File: config.mk
export PLATFORM = sky130hd
export DESIGN_NAME = bit_branch_exec
export DESIGN_NICKNAME = d
export VERILOG_FILES = /design/src/hdl/bit_branch_exec.v
export VERILOG_INCLUDE_DIRS = /design/src /design/src/hdl
export SDC_FILE = /design/constraint.sdc
export NUM_CORES = 1
export LEC_CHECK = 0
export BUFFER_PORTS_ARGS = -buffer_cell sky130_fd_sc_hd__buf_4
export CORE_MARGIN = 2
export CORE_UTILIZATION = 45
export CTS_BUF_LIST = sky130_fd_sc_hd__clkbuf_2
export CTS_CLUSTER_SIZE = 30
export DETAILED_ROUTE_END_ITERATION = 10
export GPL_ROUTABILITY_DRIVEN = 1
export GPL_TIMING_DRIVEN = 0
export PLACE_DENSITY = 0.66
export SYNTH_ARGS = -nofsm -noshare
export SYNTH_HDL_FRONTEND = slang
export SYNTH_SLANG_ARGS = --single-unit
File: constraint.sdc
create_clock -name clk_i -period 9.4 [get_ports clk_i]
set_clock_uncertainty 0.05 [all_clocks]
set_input_delay 0.47 -clock clk_i [delete_from_list [all_inputs] [get_ports clk_i]]
set_output_delay 0.47 -clock clk_i [all_outputs]
set_load 0.01 [all_outputs]
File: src/hdl/bit_branch_defs.vh
// Constants for the bit-manipulation and branch execution unit
`ifndef BIT_BRANCH_DEFS_VH
`define BIT_BRANCH_DEFS_VH

// Register indices on the plain register port
`define REG_CTRL      3'h0
`define REG_STATUS    3'h1
`define REG_ACC       3'h2
`define REG_PSW       3'h3
`define REG_PCL       3'h4
`define REG_PCH       3'h5
`define REG_LAST_OPC  3'h6

// Field positions
`define CTRL_RUN_BIT     0
`define STAT_BUSY_BIT    0
`define STAT_ILLEGAL_BIT 1
`define FLAG_N 7
`define FLAG_V 6
`define FLAG_G 5
`define FLAG_B 4
`define FLAG_H 3
`define FLAG_I 2
`define FLAG_Z 1
`define FLAG_C 0

// Reset values
`define ACC_RST 8'h00
`define PSW_RST 8'h00
`define PC_RST  16'h0000

// Timing: core clocks per documented machine cycle
`define CLKS_PER_MCYC 4'h2

// Fixed opcodes
`define OP_CARRY_AND      8'h8B
`define OP_CARRY_XOR      8'hAB
`define OP_CARRY_OR       8'h6B
`define OP_LOAD_CARRY     8'hCB
`define OP_INVERT_BIT     8'h4B
`define OP_STORE_CARRY    8'hEB
`define OP_BIT_TEST_DP    8'h0C
`define OP_BIT_TEST_ABS   8'h1C
`define OP_TEST_CLEAR     8'h5C
`define OP_TEST_SET       8'h3C
`define OP_ACC_BIT_HIGH   8'h0B
`define OP_ACC_BIT_CLEAR  8'h2B
`define OP_CARRY_CLEAR    8'h20
`define OP_CARRY_HIGH     8'hA0
`define OP_PAGE_CLEAR     8'h40
`define OP_PAGE_HIGH      8'hC0
`define OP_OVERFLOW_CLEAR 8'h80
`define OP_BR_CARRY_LOW   8'h50
`define OP_BR_CARRY_HIGH  8'hD0
`define OP_BR_ZERO_HIGH   8'hF0
`define OP_BR_ZERO_LOW    8'h70
`define OP_BR_NEG_HIGH    8'h90
`define OP_BR_NEG_LOW     8'h10
`define OP_BR_OVF_LOW     8'h30
`define OP_BR_ALWAYS      8'h2F

// Low nibbles of the bit-numbered families
`define NIB_MEM_BIT  4'h1
`define NIB_ACC_BR   4'h2
`define NIB_DP_BR    4'h3

`endif

File: src/hdl/bit_branch_exec.v
// Execution unit for bit-manipulation and relative branch instructions
//Behaviour
//- 0x8B, 3 bytes, 4 cycles: carry AND memory bit, or AND its inverse.
//- 0x0C dp 2B/4c, 0x1C abs 3B/5c: Z=A&M zero, N=M7, V=M6.
//- x1 sets, y1 clears a direct-page bit; 2 bytes, 4 cycles.
//- 0x0B sets, 0x2B clears an accumulator bit; 2 bytes, 2 cycles, flags kept.
//- 0x20 clears carry, 0xA0 sets carry; one byte, 2 cycles.
//- 0x40 clears page flag, 0xC0 sets it; one byte, 2 cycles.
//- 0x80 clears overflow plus a second flag; one byte, 2 cycles.
//- 0xAB, 3 bytes, 5 cycles: carry XOR memory bit or its inverse.
//- 0xCB, 3 bytes, 4 cycles: carry loaded from memory bit or its inverse.
//- 0x4B, 3 bytes, 5 cycles: invert memory bit in place, flags kept.
//- 0x6B, 3 bytes, 5 cycles: carry OR memory bit or its inverse.
//- 0xEB, 3 bytes, 6 cycles: carry written into memory bit.
//- 0x5C, 3 bytes, 6 cycles: N,Z from A-M; clear A's bits in M.
//- 0x3C, 3 bytes, 6 cycles: N,Z from A-M; set A's bits in M.
//- Branch on bit: acc 2B 4/6c, dp 3B 5/7c; y on clear, x on set.
//- 0x50 branches on carry zero, 0xD0 on carry one; 2 bytes, 2/4 cycles.
//- 0xF0 branches on zero one, 0x70 on zero zero; 2 bytes, 2/4 cycles.
//- 0x90 branches on negative one, 0x10 on negative zero; 2 bytes, 2/4.
//- 0x30 branches when overflow is zero; 2 bytes, 2/4 cycles.
//- 0x2F always branches; 2 bytes, always 4 cycles.
//
// Local design decisions: the plain strobed port and the register offsets.
`timescale 1ns/1ps
`default_nettype none
`include "bit_branch_defs.vh"

module bit_branch_exec (
  // Clock, reset and clock enable
  input  wire        clk_i,
  input  wire        nrst_i,
  input  wire        ce_i,
  // Register port
  input  wire [2:0]  reg_addr_i,
  input  wire [7:0]  reg_wdata_i,
  input  wire        reg_wr_i,
  input  wire        reg_rd_i,
  output reg  [7:0]  reg_rdata_o,
  // Shared program and data memory port
  output reg  [15:0] mem_addr_o,
  output reg         mem_rd_o,
  output reg         mem_wr_o,
  output reg  [7:0]  mem_wdata_o,
  input  wire [7:0]  mem_rdata_i,
  // Instruction retire pulse
  output reg         retire_o
);

  // Sequencer states
  localparam [2:0] S_IDLE = 3'd0;
  localparam [2:0] S_OPC  = 3'd1;
  localparam [2:0] S_B1   = 3'd2;
  localparam [2:0] S_B2   = 3'd3;
  localparam [2:0] S_DATA = 3'd4;
  localparam [2:0] S_EXEC = 3'd5;
  localparam [2:0] S_WAIT = 3'd6;

  // Decode: {legal, length, cycles not taken, cycles taken, needs data byte}
  function [9:0] dec_info;
    input [7:0] op;
    begin
      dec_info = 10'h000;
      if (op[3:0] == `NIB_MEM_BIT) begin
        dec_info = {1'b1, 2'd2, 3'd4, 3'd4, 1'b1};
      end else if (op[3:0] == `NIB_ACC_BR) begin
        dec_info = {1'b1, 2'd2, 3'd4, 3'd6, 1'b0};
      end else if (op[3:0] == `NIB_DP_BR) begin
        dec_info = {1'b1, 2'd3, 3'd5, 3'd7, 1'b1};
      end else if (op == `OP_CARRY_AND || op == `OP_LOAD_CARRY) begin
        dec_info = {1'b1, 2'd3, 3'd4, 3'd4, 1'b1};
      end else if (op == `OP_CARRY_XOR || op == `OP_CARRY_OR || op == `OP_INVERT_BIT) begin
        dec_info = {1'b1, 2'd3, 3'd5, 3'd5, 1'b1};
      end else if (op == `OP_STORE_CARRY || op == `OP_TEST_CLEAR || op == `OP_TEST_SET) begin
        dec_info = {1'b1, 2'd3, 3'd6, 3'd6, 1'b1};
      end else if (op == `OP_BIT_TEST_DP) begin
        dec_info = {1'b1, 2'd2, 3'd4, 3'd4, 1'b1};
      end else if (op == `OP_BIT_TEST_ABS) begin
        dec_info = {1'b1, 2'd3, 3'd5, 3'd5, 1'b1};
      end else if (op == `OP_ACC_BIT_HIGH || op == `OP_ACC_BIT_CLEAR) begin
        dec_info = {1'b1, 2'd2, 3'd2, 3'd2, 1'b0};
      end else if (op == `OP_CARRY_CLEAR || op == `OP_CARRY_HIGH || op == `OP_PAGE_CLEAR ||
                   op == `OP_PAGE_HIGH || op == `OP_OVERFLOW_CLEAR) begin
        dec_info = {1'b1, 2'd1, 3'd2, 3'd2, 1'b0};
      end else if (op == `OP_BR_CARRY_LOW || op == `OP_BR_CARRY_HIGH || op == `OP_BR_ZERO_HIGH ||
                   op == `OP_BR_ZERO_LOW || op == `OP_BR_NEG_HIGH || op == `OP_BR_NEG_LOW ||
                   op == `OP_BR_OVF_LOW) begin
        dec_info = {1'b1, 2'd2, 3'd2, 3'd4, 1'b0};
      end else if (op == `OP_BR_ALWAYS) begin
        dec_info = {1'b1, 2'd2, 3'd4, 3'd4, 1'b0};
      end
    end
  endfunction

  // Memory-bit operand forms share one address layout
  function is_membit;
    input [7:0] op;
    begin
      is_membit = (op == `OP_CARRY_AND) || (op == `OP_CARRY_XOR) || (op == `OP_CARRY_OR) ||
                  (op == `OP_LOAD_CARRY) || (op == `OP_INVERT_BIT) || (op == `OP_STORE_CARRY);
    end
  endfunction

  // Machine cycles to core clocks
  function [3:0] to_clocks;
    input [2:0] cyc;
    begin
      to_clocks = {1'b0, cyc} * `CLKS_PER_MCYC;
    end
  endfunction

  // Architectural and sequencer state
  reg [2:0]  state_q;
  reg [3:0]  cnt_q;
  reg [7:0]  opc_q;
  reg [7:0]  op1_q;
  reg [7:0]  op2_q;
  reg [7:0]  data_q;
  reg [15:0] daddr_q;
  reg [7:0]  acc_q;
  reg [7:0]  psw_q;
  reg [15:0] pc_q;
  reg        run_q;
  reg        illegal_q;

  // Combinational execute results
  reg [9:0]  info_w;
  reg [2:0]  bitn;
  reg        mbit;
  reg        mbit_eff;
  reg [7:0]  rel;
  reg        take;
  reg [7:0]  diff;
  reg [7:0]  mask;

  always @* begin
    info_w   = dec_info(opc_q);
    mbit_eff = 1'b0;
    mbit     = 1'b0;
    take     = 1'b0;
    diff     = acc_q - data_q;
    rel      = op1_q;
    // Bit number: memory-bit forms in the operand, families in the opcode
    if (is_membit(opc_q)) begin
      bitn = op2_q[7:5];
    end else if (opc_q == `OP_ACC_BIT_HIGH || opc_q == `OP_ACC_BIT_CLEAR) begin
      bitn = op1_q[2:0];
    end else begin
      bitn = opc_q[7:5];
    end
    mask = 8'h01 << bitn;
    mbit = data_q[bitn];
    mbit_eff = mbit ^ op2_q[4];
    // Branch condition; the x forms have opcode bit 4 low
    if (opc_q[3:0] == `NIB_ACC_BR) begin
      take = acc_q[bitn] ^ opc_q[4];
    end else if (opc_q[3:0] == `NIB_DP_BR) begin
      take = mbit ^ opc_q[4];
      rel  = op2_q;
    end else if (opc_q == `OP_BR_CARRY_LOW) begin
      take = ~psw_q[`FLAG_C];
    end else if (opc_q == `OP_BR_CARRY_HIGH) begin
      take = psw_q[`FLAG_C];
    end else if (opc_q == `OP_BR_ZERO_HIGH) begin
      take = psw_q[`FLAG_Z];
    end else if (opc_q == `OP_BR_ZERO_LOW) begin
      take = ~psw_q[`FLAG_Z];
    end else if (opc_q == `OP_BR_NEG_HIGH) begin
      take = psw_q[`FLAG_N];
    end else if (opc_q == `OP_BR_NEG_LOW) begin
      take = ~psw_q[`FLAG_N];
    end else if (opc_q == `OP_BR_OVF_LOW) begin
      take = ~psw_q[`FLAG_V];
    end else if (opc_q == `OP_BR_ALWAYS) begin
      take = 1'b1;
    end
  end

  // Clock target of the running instruction, picked by branch outcome
  wire [3:0] tgt_w = take ? to_clocks(info_w[3:1]) : to_clocks(info_w[6:4]);
  reg  [3:0] tgt_q;
  // Decode of the byte on the memory bus, used while the opcode is fetched
  wire [9:0] fetch_info_w = dec_info(mem_rdata_i);

  // Sequencer, register port writes and architectural state in one process
  always @(posedge clk_i or negedge nrst_i) begin
    if (!nrst_i) begin
      state_q     <= S_IDLE;
      cnt_q       <= 4'h0;
      tgt_q       <= 4'h0;
      opc_q       <= 8'h00;
      op1_q       <= 8'h00;
      op2_q       <= 8'h00;
      data_q      <= 8'h00;
      daddr_q     <= 16'h0000;
      acc_q       <= `ACC_RST;
      psw_q       <= `PSW_RST;
      pc_q        <= `PC_RST;
      run_q       <= 1'b0;
      illegal_q   <= 1'b0;
      mem_addr_o  <= 16'h0000;
      mem_rd_o    <= 1'b0;
      mem_wr_o    <= 1'b0;
      mem_wdata_o <= 8'h00;
      retire_o    <= 1'b0;
    end else if (ce_i) begin
      mem_rd_o <= 1'b0;
      mem_wr_o <= 1'b0;
      retire_o <= 1'b0;
      cnt_q    <= cnt_q + 4'h1;
      // Software side; architectural writes only while stopped, so the core never races them
      if (reg_wr_i) begin
        if (reg_addr_i == `REG_CTRL) begin
          run_q <= reg_wdata_i[`CTRL_RUN_BIT];
        end else if (reg_addr_i == `REG_STATUS) begin
          if (reg_wdata_i[`STAT_ILLEGAL_BIT]) begin
            illegal_q <= 1'b0;
          end
        end else if (!run_q && state_q == S_IDLE) begin
          if (reg_addr_i == `REG_ACC) begin
            acc_q <= reg_wdata_i;
          end else if (reg_addr_i == `REG_PSW) begin
            psw_q <= reg_wdata_i;
          end else if (reg_addr_i == `REG_PCL) begin
            pc_q[7:0] <= reg_wdata_i;
          end else if (reg_addr_i == `REG_PCH) begin
            pc_q[15:8] <= reg_wdata_i;
          end
        end
      end
      case (state_q)
        S_IDLE: begin
          // Opcode fetch opens the instruction at clock 0
          if (run_q) begin
            mem_addr_o <= pc_q;
            mem_rd_o   <= 1'b1;
            pc_q       <= pc_q + 16'h0001;
            cnt_q      <= 4'h0;
            state_q    <= S_OPC;
          end
        end
        S_OPC: begin
          opc_q <= mem_rdata_i;
          if (!fetch_info_w[9]) begin
            // Unknown opcode: stop the core; placed after the write above so it wins
            illegal_q <= 1'b1;
            run_q     <= 1'b0;
            state_q   <= S_IDLE;
          end else if (fetch_info_w[8:7] != 2'd1) begin
            mem_addr_o <= pc_q;
            mem_rd_o   <= 1'b1;
            pc_q       <= pc_q + 16'h0001;
            state_q    <= S_B1;
          end else begin
            state_q <= S_EXEC;
          end
        end
        S_B1: begin
          op1_q <= mem_rdata_i;
          if (info_w[8:7] == 2'd3) begin
            mem_addr_o <= pc_q;
            mem_rd_o   <= 1'b1;
            pc_q       <= pc_q + 16'h0001;
            state_q    <= S_B2;
          end else if (info_w[0]) begin
            // Direct page sits in page 0 or 1 as the page flag selects
            daddr_q    <= {7'h00, psw_q[`FLAG_G], mem_rdata_i};
            mem_addr_o <= {7'h00, psw_q[`FLAG_G], mem_rdata_i};
            mem_rd_o   <= 1'b1;
            state_q    <= S_DATA;
          end else begin
            state_q <= S_EXEC;
          end
        end
        S_B2: begin
          // Every three-byte form reads a data byte
          op2_q    <= mem_rdata_i;
          mem_rd_o <= 1'b1;
          state_q  <= S_DATA;
          if (is_membit(opc_q)) begin
            daddr_q    <= {4'h0, mem_rdata_i[3:0], op1_q};
            mem_addr_o <= {4'h0, mem_rdata_i[3:0], op1_q};
          end else if (opc_q[3:0] == `NIB_DP_BR) begin
            daddr_q    <= {7'h00, psw_q[`FLAG_G], op1_q};
            mem_addr_o <= {7'h00, psw_q[`FLAG_G], op1_q};
          end else begin
            daddr_q    <= {mem_rdata_i, op1_q};
            mem_addr_o <= {mem_rdata_i, op1_q};
          end
        end
        S_DATA: begin
          data_q  <= mem_rdata_i;
          state_q <= S_EXEC;
        end
        S_EXEC: begin
          tgt_q      <= tgt_w;
          mem_addr_o <= daddr_q;
          if (opc_q == `OP_CARRY_AND) begin
            psw_q[`FLAG_C] <= psw_q[`FLAG_C] & mbit_eff;
          end else if (opc_q == `OP_CARRY_XOR) begin
            psw_q[`FLAG_C] <= psw_q[`FLAG_C] ^ mbit_eff;
          end else if (opc_q == `OP_CARRY_OR) begin
            psw_q[`FLAG_C] <= psw_q[`FLAG_C] | mbit_eff;
          end else if (opc_q == `OP_LOAD_CARRY) begin
            psw_q[`FLAG_C] <= mbit_eff;
          end else if (opc_q == `OP_INVERT_BIT) begin
            mem_wdata_o <= data_q ^ mask;
            mem_wr_o    <= 1'b1;
          end else if (opc_q == `OP_STORE_CARRY) begin
            mem_wdata_o <= psw_q[`FLAG_C] ? (data_q | mask) : (data_q & ~mask);
            mem_wr_o    <= 1'b1;
          end else if (opc_q == `OP_BIT_TEST_DP || opc_q == `OP_BIT_TEST_ABS) begin
            psw_q[`FLAG_Z] <= (acc_q & data_q) == 8'h00;
            psw_q[`FLAG_N] <= data_q[7];
            psw_q[`FLAG_V] <= data_q[6];
          end else if (opc_q == `OP_TEST_CLEAR || opc_q == `OP_TEST_SET) begin
            psw_q[`FLAG_N] <= diff[7];
            psw_q[`FLAG_Z] <= diff == 8'h00;
            mem_wdata_o    <= (opc_q == `OP_TEST_SET) ? (data_q | acc_q) : (data_q & ~acc_q);
            mem_wr_o       <= 1'b1;
          end else if (opc_q[3:0] == `NIB_MEM_BIT) begin
            mem_wdata_o <= opc_q[4] ? (data_q & ~mask) : (data_q | mask);
            mem_wr_o    <= 1'b1;
          end else if (opc_q == `OP_ACC_BIT_HIGH) begin
            acc_q <= acc_q | mask;
          end else if (opc_q == `OP_ACC_BIT_CLEAR) begin
            acc_q <= acc_q & ~mask;
          end else if (opc_q == `OP_CARRY_CLEAR || opc_q == `OP_CARRY_HIGH) begin
            psw_q[`FLAG_C] <= opc_q[7];
          end else if (opc_q == `OP_PAGE_CLEAR || opc_q == `OP_PAGE_HIGH) begin
            psw_q[`FLAG_G] <= opc_q[7];
          end else if (opc_q == `OP_OVERFLOW_CLEAR) begin
            psw_q[`FLAG_V] <= 1'b0;
            psw_q[`FLAG_H] <= 1'b0;
          end
          // Offset is signed and counts from the byte after the instruction
          if (take) begin
            pc_q <= pc_q + {{8{rel[7]}}, rel};
          end
          // Retire is registered and the count trails the fetch by one, so stop two short
          if (cnt_q >= tgt_w - 4'h2) begin
            retire_o <= 1'b1;
            state_q  <= S_IDLE;
          end else begin
            state_q <= S_WAIT;
          end
        end
        S_WAIT: begin
          // Pads out to the documented cycle count
          if (cnt_q >= tgt_q - 4'h2) begin
            retire_o <= 1'b1;
            state_q  <= S_IDLE;
          end
        end
        default: begin
          state_q <= S_IDLE;
        end
      endcase
    end
  end

  // Read data for the cycle after a read strobe, zero otherwise
  always @(posedge clk_i or negedge nrst_i) begin
    if (!nrst_i) begin
      reg_rdata_o <= 8'h00;
    end else if (ce_i) begin
      reg_rdata_o <= 8'h00;
      if (reg_rd_i) begin
        if (reg_addr_i == `REG_CTRL) begin
          reg_rdata_o <= {7'h00, run_q};
        end else if (reg_addr_i == `REG_STATUS) begin
          reg_rdata_o <= {6'h00, illegal_q, state_q != S_IDLE};
        end else if (reg_addr_i == `REG_ACC) begin
          reg_rdata_o <= acc_q;
        end else if (reg_addr_i == `REG_PSW) begin
          reg_rdata_o <= psw_q;
        end else if (reg_addr_i == `REG_PCL) begin
          reg_rdata_o <= pc_q[7:0];
        end else if (reg_addr_i == `REG_PCH) begin
          reg_rdata_o <= pc_q[15:8];
        end else if (reg_addr_i == `REG_LAST_OPC) begin
          reg_rdata_o <= opc_q;
        end
      end
    end
  end

endmodule // bit_branch_exec
`default_nettype wire

# ---- Yosys cells after proc, flatten, opt, wreduce, memory -nomap -nowiden
# Cells that the tools add are included.
dict set report classes {
  reduce_logical 60
  n_eq_ne 78
  shifts 1
  magnitude_cmp 3
  muxes 198
  n_addsub 6
  bitwise 27
}
# cell count
set op_table {}
lappend op_table {{8-bit two-way mux} 44}
lappend op_table {{16-bit two-way mux} 19}
lappend op_table {{8-bit == test, second input constant} 20}
lappend op_table {{10-bit two-way mux} 12}
lappend op_table {{9-bit two-way mux} 12}
lappend op_table {{8-bit by 7-bit == test with 1-bit output, second input constant} 12}
lappend op_table {{8-bit by 6-bit == test with 1-bit output, second input constant} 10}
lappend op_table {{16-bit case mux with 5 select lines} 1}
lappend op_table {{1-bit two-way mux} 76}
lappend op_table {{16-bit case mux with 4 select lines} 1}
lappend op_table {{3-bit two-way mux} 15}
lappend op_table {{1-bit logical OR} 40}
lappend op_table {{8-bit bitwise AND} 4}
lappend op_table {{8-bit by 4-bit == test with 1-bit output, second input constant} 4}
lappend op_table {{8-bit by 5-bit == test with 1-bit output, second input constant} 4}
lappend op_table {{16-bit case mux with 2 select lines} 1}
lappend op_table {{8-bit OR} 3}
lappend op_table {{3-bit case mux with 7 select lines} 1}
lappend op_table {{3-bit == test, second input constant} 6}
lappend op_table {{2-bit two-way mux} 9}
lappend op_table {{16-bit by 1-bit adder with 16-bit output, second input constant} 1}
lappend op_table {{16-bit adder} 1}
lappend op_table {{4-bit by 2-bit == test with 1-bit output, second input constant} 4}
lappend op_table {{8-bit zero test} 2}
lappend op_table {{36 further kinds} 71}
dict set report word_totals {
  regBits 128
  in_bits 24
  wordCells 393
  out_inout_bits 35
}

# ---- Longest topological paths before layout
dict set report depth {
  depth_word 23
  ltp_mapped 20
  ltp_nobuf 17
}

# ---- Least setup slack after synthesis
# No wires, ideal clock.
dict set report synth_timing {
  kind {reg-to-reg}
  start {reg opc_q[6] (netlist: dec_info.op[6])}
  end {reg state_q[1]}
  setup_ns 0.065
  n_path_buf 3
  slack_ns 5.275
  stages_incl_launch_ff 20
  required_time_ns 9.285
  arrival_ns 4.009
  synth_period_minus_slack_ns 4.125
  cell_sequence {dfrtp_1 > buf_2 > nor2_1 > a22o_1 > a21o_1 > buf_2 > mux4_2 > mux2i_1 > mux2i_1 > nor4b_4 > buf_2 > a211o_1 > ha_1 > ha_1 > a21o_1 > a21o_1 > nor2_1 > nor2_1 > o21ai_0 > mux2_2}
}
dict set report synth_between {
  elab_chain_len 23
  word_cells_on_any_way 83
  classes_between {1 x add/sub; 1 x order compare; 26 x eq/ne; 32 x mux; 2 x bitwise; 21 x reduce/logical}
}
# element line
set synth_lines {}
lappend synth_lines {{from (decl)} bit_branch_exec.v:115} ;# reg [7:0] opc_q;
lappend synth_lines {{from (signal assigned)} bit_branch_exec.v:243} ;# opc_q <= mem_rdata_i;
lappend synth_lines {{8-bit by 7-bit == test with 1-bit output (no line) or 8-bit == test (tied branches)} n/a}
lappend synth_lines {{1-bit logical OR (no line) (6 in a row)} n/a}
lappend synth_lines {{9-bit two-way mux} bit_branch_exec.v:85} ;# end else if (op == `OP_BR_CARRY_LOW || op == `OP_BR_CARRY_HIGH || op == `OP_BR_ZERO_HIGH ||
lappend synth_lines {{9-bit two-way mux} bit_branch_exec.v:82} ;# end else if (op == `OP_CARRY_CLEAR || op == `OP_CARRY_HIGH || op == `OP_PAGE_CLEAR ||
lappend synth_lines {{9-bit two-way mux} bit_branch_exec.v:80} ;# end else if (op == `OP_ACC_BIT_HIGH || op == `OP_ACC_BIT_CLEAR) begin
lappend synth_lines {{9-bit two-way mux} bit_branch_exec.v:78} ;# end else if (op == `OP_BIT_TEST_ABS) begin
lappend synth_lines {{9-bit two-way mux} bit_branch_exec.v:76} ;# end else if (op == `OP_BIT_TEST_DP) begin
lappend synth_lines {{9-bit two-way mux} bit_branch_exec.v:74} ;# end else if (op == `OP_STORE_CARRY || op == `OP_TEST_CLEAR || op == `OP_TEST_SET) begin
lappend synth_lines {{(+2 left out)} n/a}
lappend synth_lines {{9-bit two-way mux} bit_branch_exec.v:68} ;# end else if (op[3:0] == `NIB_DP_BR) begin
lappend synth_lines {{9-bit two-way mux} bit_branch_exec.v:66} ;# end else if (op[3:0] == `NIB_ACC_BR) begin
lappend synth_lines {{9-bit two-way mux} bit_branch_exec.v:64} ;# if (op[3:0] == `NIB_MEM_BIT) begin
lappend synth_lines {{4-bit two-way mux} bit_branch_exec.v:180} ;# wire [3:0] tgt_w = take ? to_clocks(info_w[3:1]) : to_clocks(info_w[6:4]);
lappend synth_lines {{4-bit by 2-bit subtractor with 4-bit output} bit_branch_exec.v:341} ;# if (cnt_q >= tgt_w - 4'h2) begin
lappend synth_lines {{4-bit greater-or-equal comparator} bit_branch_exec.v:341}
lappend synth_lines {{3-bit two-way mux} bit_branch_exec.v:341}
lappend synth_lines {{3-bit case mux with 7 select lines (*)} bit_branch_exec.v:231} ;# case (state_q)
lappend synth_lines {{to (signal assigned)} bit_branch_exec.v:239} ;# state_q <= S_OPC;
lappend synth_lines {{to (signal assigned)} bit_branch_exec.v:343} ;# state_q <= S_IDLE;
lappend synth_lines {{to (signal assigned)} bit_branch_exec.v:345} ;# state_q <= S_WAIT;
lappend synth_lines {{to (decl)} bit_branch_exec.v:113} ;# reg [2:0] state_q;
# Mark *: on every way between the ends. The rest lies on a longest branch, timed or not. The select of a mux whose other input is x is not followed.
# A chain may end at the register's enable or synchronous reset.

# ---- Worst setup path in the final report
dict set report layout_timing {
  start {reg opc_q[4] (netlist: dec_info.op[4])}
  end {reg state_q[1]}
}
# The elaborated chain is that of the path after synthesis.

==> run_results.csv <==
group,metric,value,unit
timing,finalHoldViolations,0,
pwr,p_switching,1.970,mW
critical_path,worst-setup-path-type,"flip-flop to flip-flop",
pwr,ir_worst_vdd,0.1309,mV
placement,placed_cells,1532,
logic_synthesis,netlist_instances,1200,
logic_synthesis,syn_avg_cell_area,8.122,um2
placement,place.gp.congestion,0.9626,
timing,max_slew_margin,18.50,%
global_routing,grt-ovfl-total,0,
pwr,pwr-share-clk,10.7,%
timing,fin_crit,5249,ps
routing,post-route-drc-count,0,
pwr,switching_share,51.72,%
hold_path,hp-start,"reg_wdata_i[5]",
timing,setup_viol,0,
clocking,htreeDepth,4,
critical_path,reg2regPathDepth,19,
routing,vias,9915,
placement,dp_slack,4257,ps
critical_path,ff2ff_setup_slack,4150,ps
global_routing,grt_pass1_vias,9178,
global_routing,grt_pass1_wl,52470,um
placement,dpl-instance-area,10540,um2
routing,first_pass_iters,10,
clocking,clk_pin_slew,260,ps
clocking,insertion_delay,770,ps
job,drv_cap,0,
routing,ant_nets,0,
logic_synthesis,yosysSeqAreaShare,32.61,%
hold_path,min_path_cells,3,
timing,finalWorstSetupSlack,4151,ps
logic_synthesis,synth_ff_type,"dfrtp_1",
finish,syn2layout_area_growth,11.93,%
logic_synthesis,synthDistinctLibCells,70,
timing,slew_viol_final,0,
timing,rsz0062_at_grt,"false",
clocking,numCtsBuffers,17,
timing,finalHoldWorstSlack,68.31,ps
clocking,cts_setup_buffers,0,
pwr,total_power,3.808,mW
timing,worst_pin_slew,1211,ps
critical_path,worstPathRequired,10080,ps
timing,fin_crit_sh,55.84,%
critical_path,end_kind,"flip-flop",
finish,final_nets,1353,
logic_synthesis,ys_warn_count,0,
routing,drt-initial-drc-count,1273,
logic_synthesis,synth_edf_count,0,
die,die_x,151.2,um
outcome,status,"finished, final reports clean",
die,die_h,151.2,um
clocking,cts_resized,0,
global_routing,grtUsageTotal,30.29,%
clocking,clock-sinks,127,
timing,clock.fmax,190.5,MHz
logic_synthesis,ys_ff_latch,127,
critical_path,critical_path.max_fanout,10,
critical_path,cp.arrival,5930,ps
placement,portBuffers,56,
die,start_util,46.08,%
routing,post_drt_via_cell_ratio,6.299,
pwr,p_per_area,349.1,nW/um2
finish,fillers,2078,
timing,tns,0,ps
critical_path,slowest_stage,"a221oi_1",
placement,place.detailed.hpwl,24980,um
clocking,cts_tree,"yes",
critical_path,r2r-start,"dec_info.op[4]$_DFFE_PN0P_",
die,dieArea,22850,um2
pwr,seq_power_share,27.2,%
critical_path,slowest_delay,580,ps
pwr,cell_internal_pwr,1.839,mW
logic_synthesis,async_flop_share,100.0,%
finish,utilization,51.57,%
logic_synthesis,synthesis.nets,1268,
finish,finalNonFillerCells,1574,
critical_path,r2r_end,"state_q[1]$_DFFE_PN0P_",
clocking,clock-root-buffer,"clkbuf_2",
routing,wirelength,33800,um
global_routing,grt_max_degree,88,
die,rows,53,
hold_path,worstHoldPathType,"input pin to flip-flop",
logic_synthesis,netlist_area,9747,um2
critical_path,critPathLaunchType,"flip-flop",
critical_path,path_cells,"clkbuf_1, inv_1, nand2b_1, o22ai_1, buf_2, o31ai_1, a221oi_1, nor4_1, nor4b_4, buf_2, a211o_1, ha_1, ha_1, a21o_1, a21o_1, nor2_1, nor2_1, o21ai_0, mux2_2",
finish,final_area,10910,um2
pwr,leakage,4.798,nW
clocking,clk_path_buf_depth,2,
global_routing,antenna_found_initial,1,
die,ios,59,
die,core_area,21150,um2
hold_path,hold_end,"psw_q[5]$_DFFE_PN0P_",
routing,wl_per_cell,21.47,um
finish,final_layout_size_suffix_gt1_share,11.09,%
pwr,combPwrFrac,62.1,%
[synthesized netlist by cell type (12+ instances only)]
library cell	number	share of area, %
dfrtp_1	127	33
o21ai_0	126	6.5
nor2_1	108	4.2
a21oi_1	103	5.3
o221ai_1	15	1.3
nand3_1	23	1.2
xnor2_1	15	1.3
xor2_1	21	1.9
nor2b_1	12	0.77
mux2_2	36	4.2
nor3_1	25	1.3
ha_1	42	5.4
o22ai_1	22	1.4
a211oi_1	13	1.0
nand2b_1	15	0.96
nand2_1	145	5.6
clkbuf_1	70	2.7
inv_1	37	1.4
mux2i_1	52	5.3
[cells by family after synthesis]
kind of cell	Yosys count	share of synthesized area (%)
DFF	127	32.61
and+or+nand+nor	384	18.18
adders and majority gates	44	5.802
buffers and inverters	122	4.839
muxes	91	10.08
xor gates and xnor gates	36	3.235
AOI/OAI and AO/OA	396	25.26
[critical path: cells and delay by family, from the launching register on]
kind	cells	cell delay (ps)
adder cells (fa/ha/maj)	2	530
buffers and inverters	4	1260
AND/OR/NAND/NOR	5	1040
multiplexers	1	180
AO/OA/AOI/OAI	7	1780
flip-flops	1	400
[sequential cells by signal, summed over array words and instances, names as in the netlist, 4 cells and up]
signal,count
op1_q,8
dec_info.op,8
pc_q,16
acc_q,8
psw_q,8
mem_addr_o,16
data_q,8
op2_q,8
cnt_q,4
mem_wdata_o,8
daddr_q,16
reg_rdata_o,8
[layout by cell type, fill, tap and decap left out, drive strengths merged, types with 8 or more instances in the layout]
master and count:
a222oi 8, a31oi 10, nand3 23, nor2b 12
inv 47, xnor2 15, a211oi 13, buf 70
a22oi 10, nand2b 15, nor3 25, a21oi 103
o22ai 22, clkbuf 88, ha 42, dfrtp 127
dlygate4sd3 9, nand2 145, mux2i 52, or3 9
nor4 10, o221ai 15, mux2 37, o21ai 129
xor2 21, and3 10, nor2 108, o2bb2ai 10
a21o 10, nand4 8
[what timing repair did]
action / CTS / global route
hold buffers: 9 / 0
setup endpoints to repair: 0 / 0
hold endpoints to repair: 91 / 0
[power by group through the flow]
stage,combinational (mW),sequential (mW),clock [mW]
floorplan,1.67,0.959,0
global placement,2.27,1.03,0
detailed placement,2.31,1.04,0
CTS,2.33,1.02,0.410
global route,2.60,1.06,0.435
finish,2.36,1.04,0.406
[layout make-up]
cell class                 count  area [um2]  area share, %
sequential                   127        3178          29.13
clock buffer                  17       85.08         0.7799
multi-input combinational    951        6097          55.89
tap                          275       344.1          3.154
clock inverter                15       188.9          1.732
buffer                        84       329.1          3.016
inverter                      38       142.6          1.307
antenna                        1       2.502        0.02294
timing repair buffer          66       541.8          4.966
[how the worst max path moves through the flow]
stage | from | to | slack [ps] | depth (start not counted)
finish | dec_info.op[4]$_DFFE_PN0P_ | state_q[1]$_DFFE_PN0P_ | 4150 | 19
global route | dec_info.op[4]$_DFFE_PN0P_ | state_q[1]$_DFFE_PN0P_ | 3850 | 19
CTS | dec_info.op[1]$_DFFE_PN0P_ | state_q[1]$_DFFE_PN0P_ | 4260 | 19
detailed placement | dec_info.op[6]$_DFFE_PN0P_ | state_q[1]$_DFFE_PN0P_ | 4260 | 20
global placement | dec_info.op[1]$_DFFE_PN0P_ | state_q[1]$_DFFE_PN0P_ | 4210 | 19
floorplan | dec_info.op[6]$_DFFE_PN0P_ | state_q[1]$_DFFE_PN0P_ | 5280 | 19
[layer usage]
layer / up-vias / track usage, % / part of all wire (%)
met5: - / 0 / 0
met4: 0 / 10.70 / 2.7
met3: 66 / 4.849 / 9.4
met2: 487 / 44.14 / 43
met1: 4803 / 45.27 / 45
li1: 4559 / - / -
No activity file was read; power rests on OpenSTA's default activity.
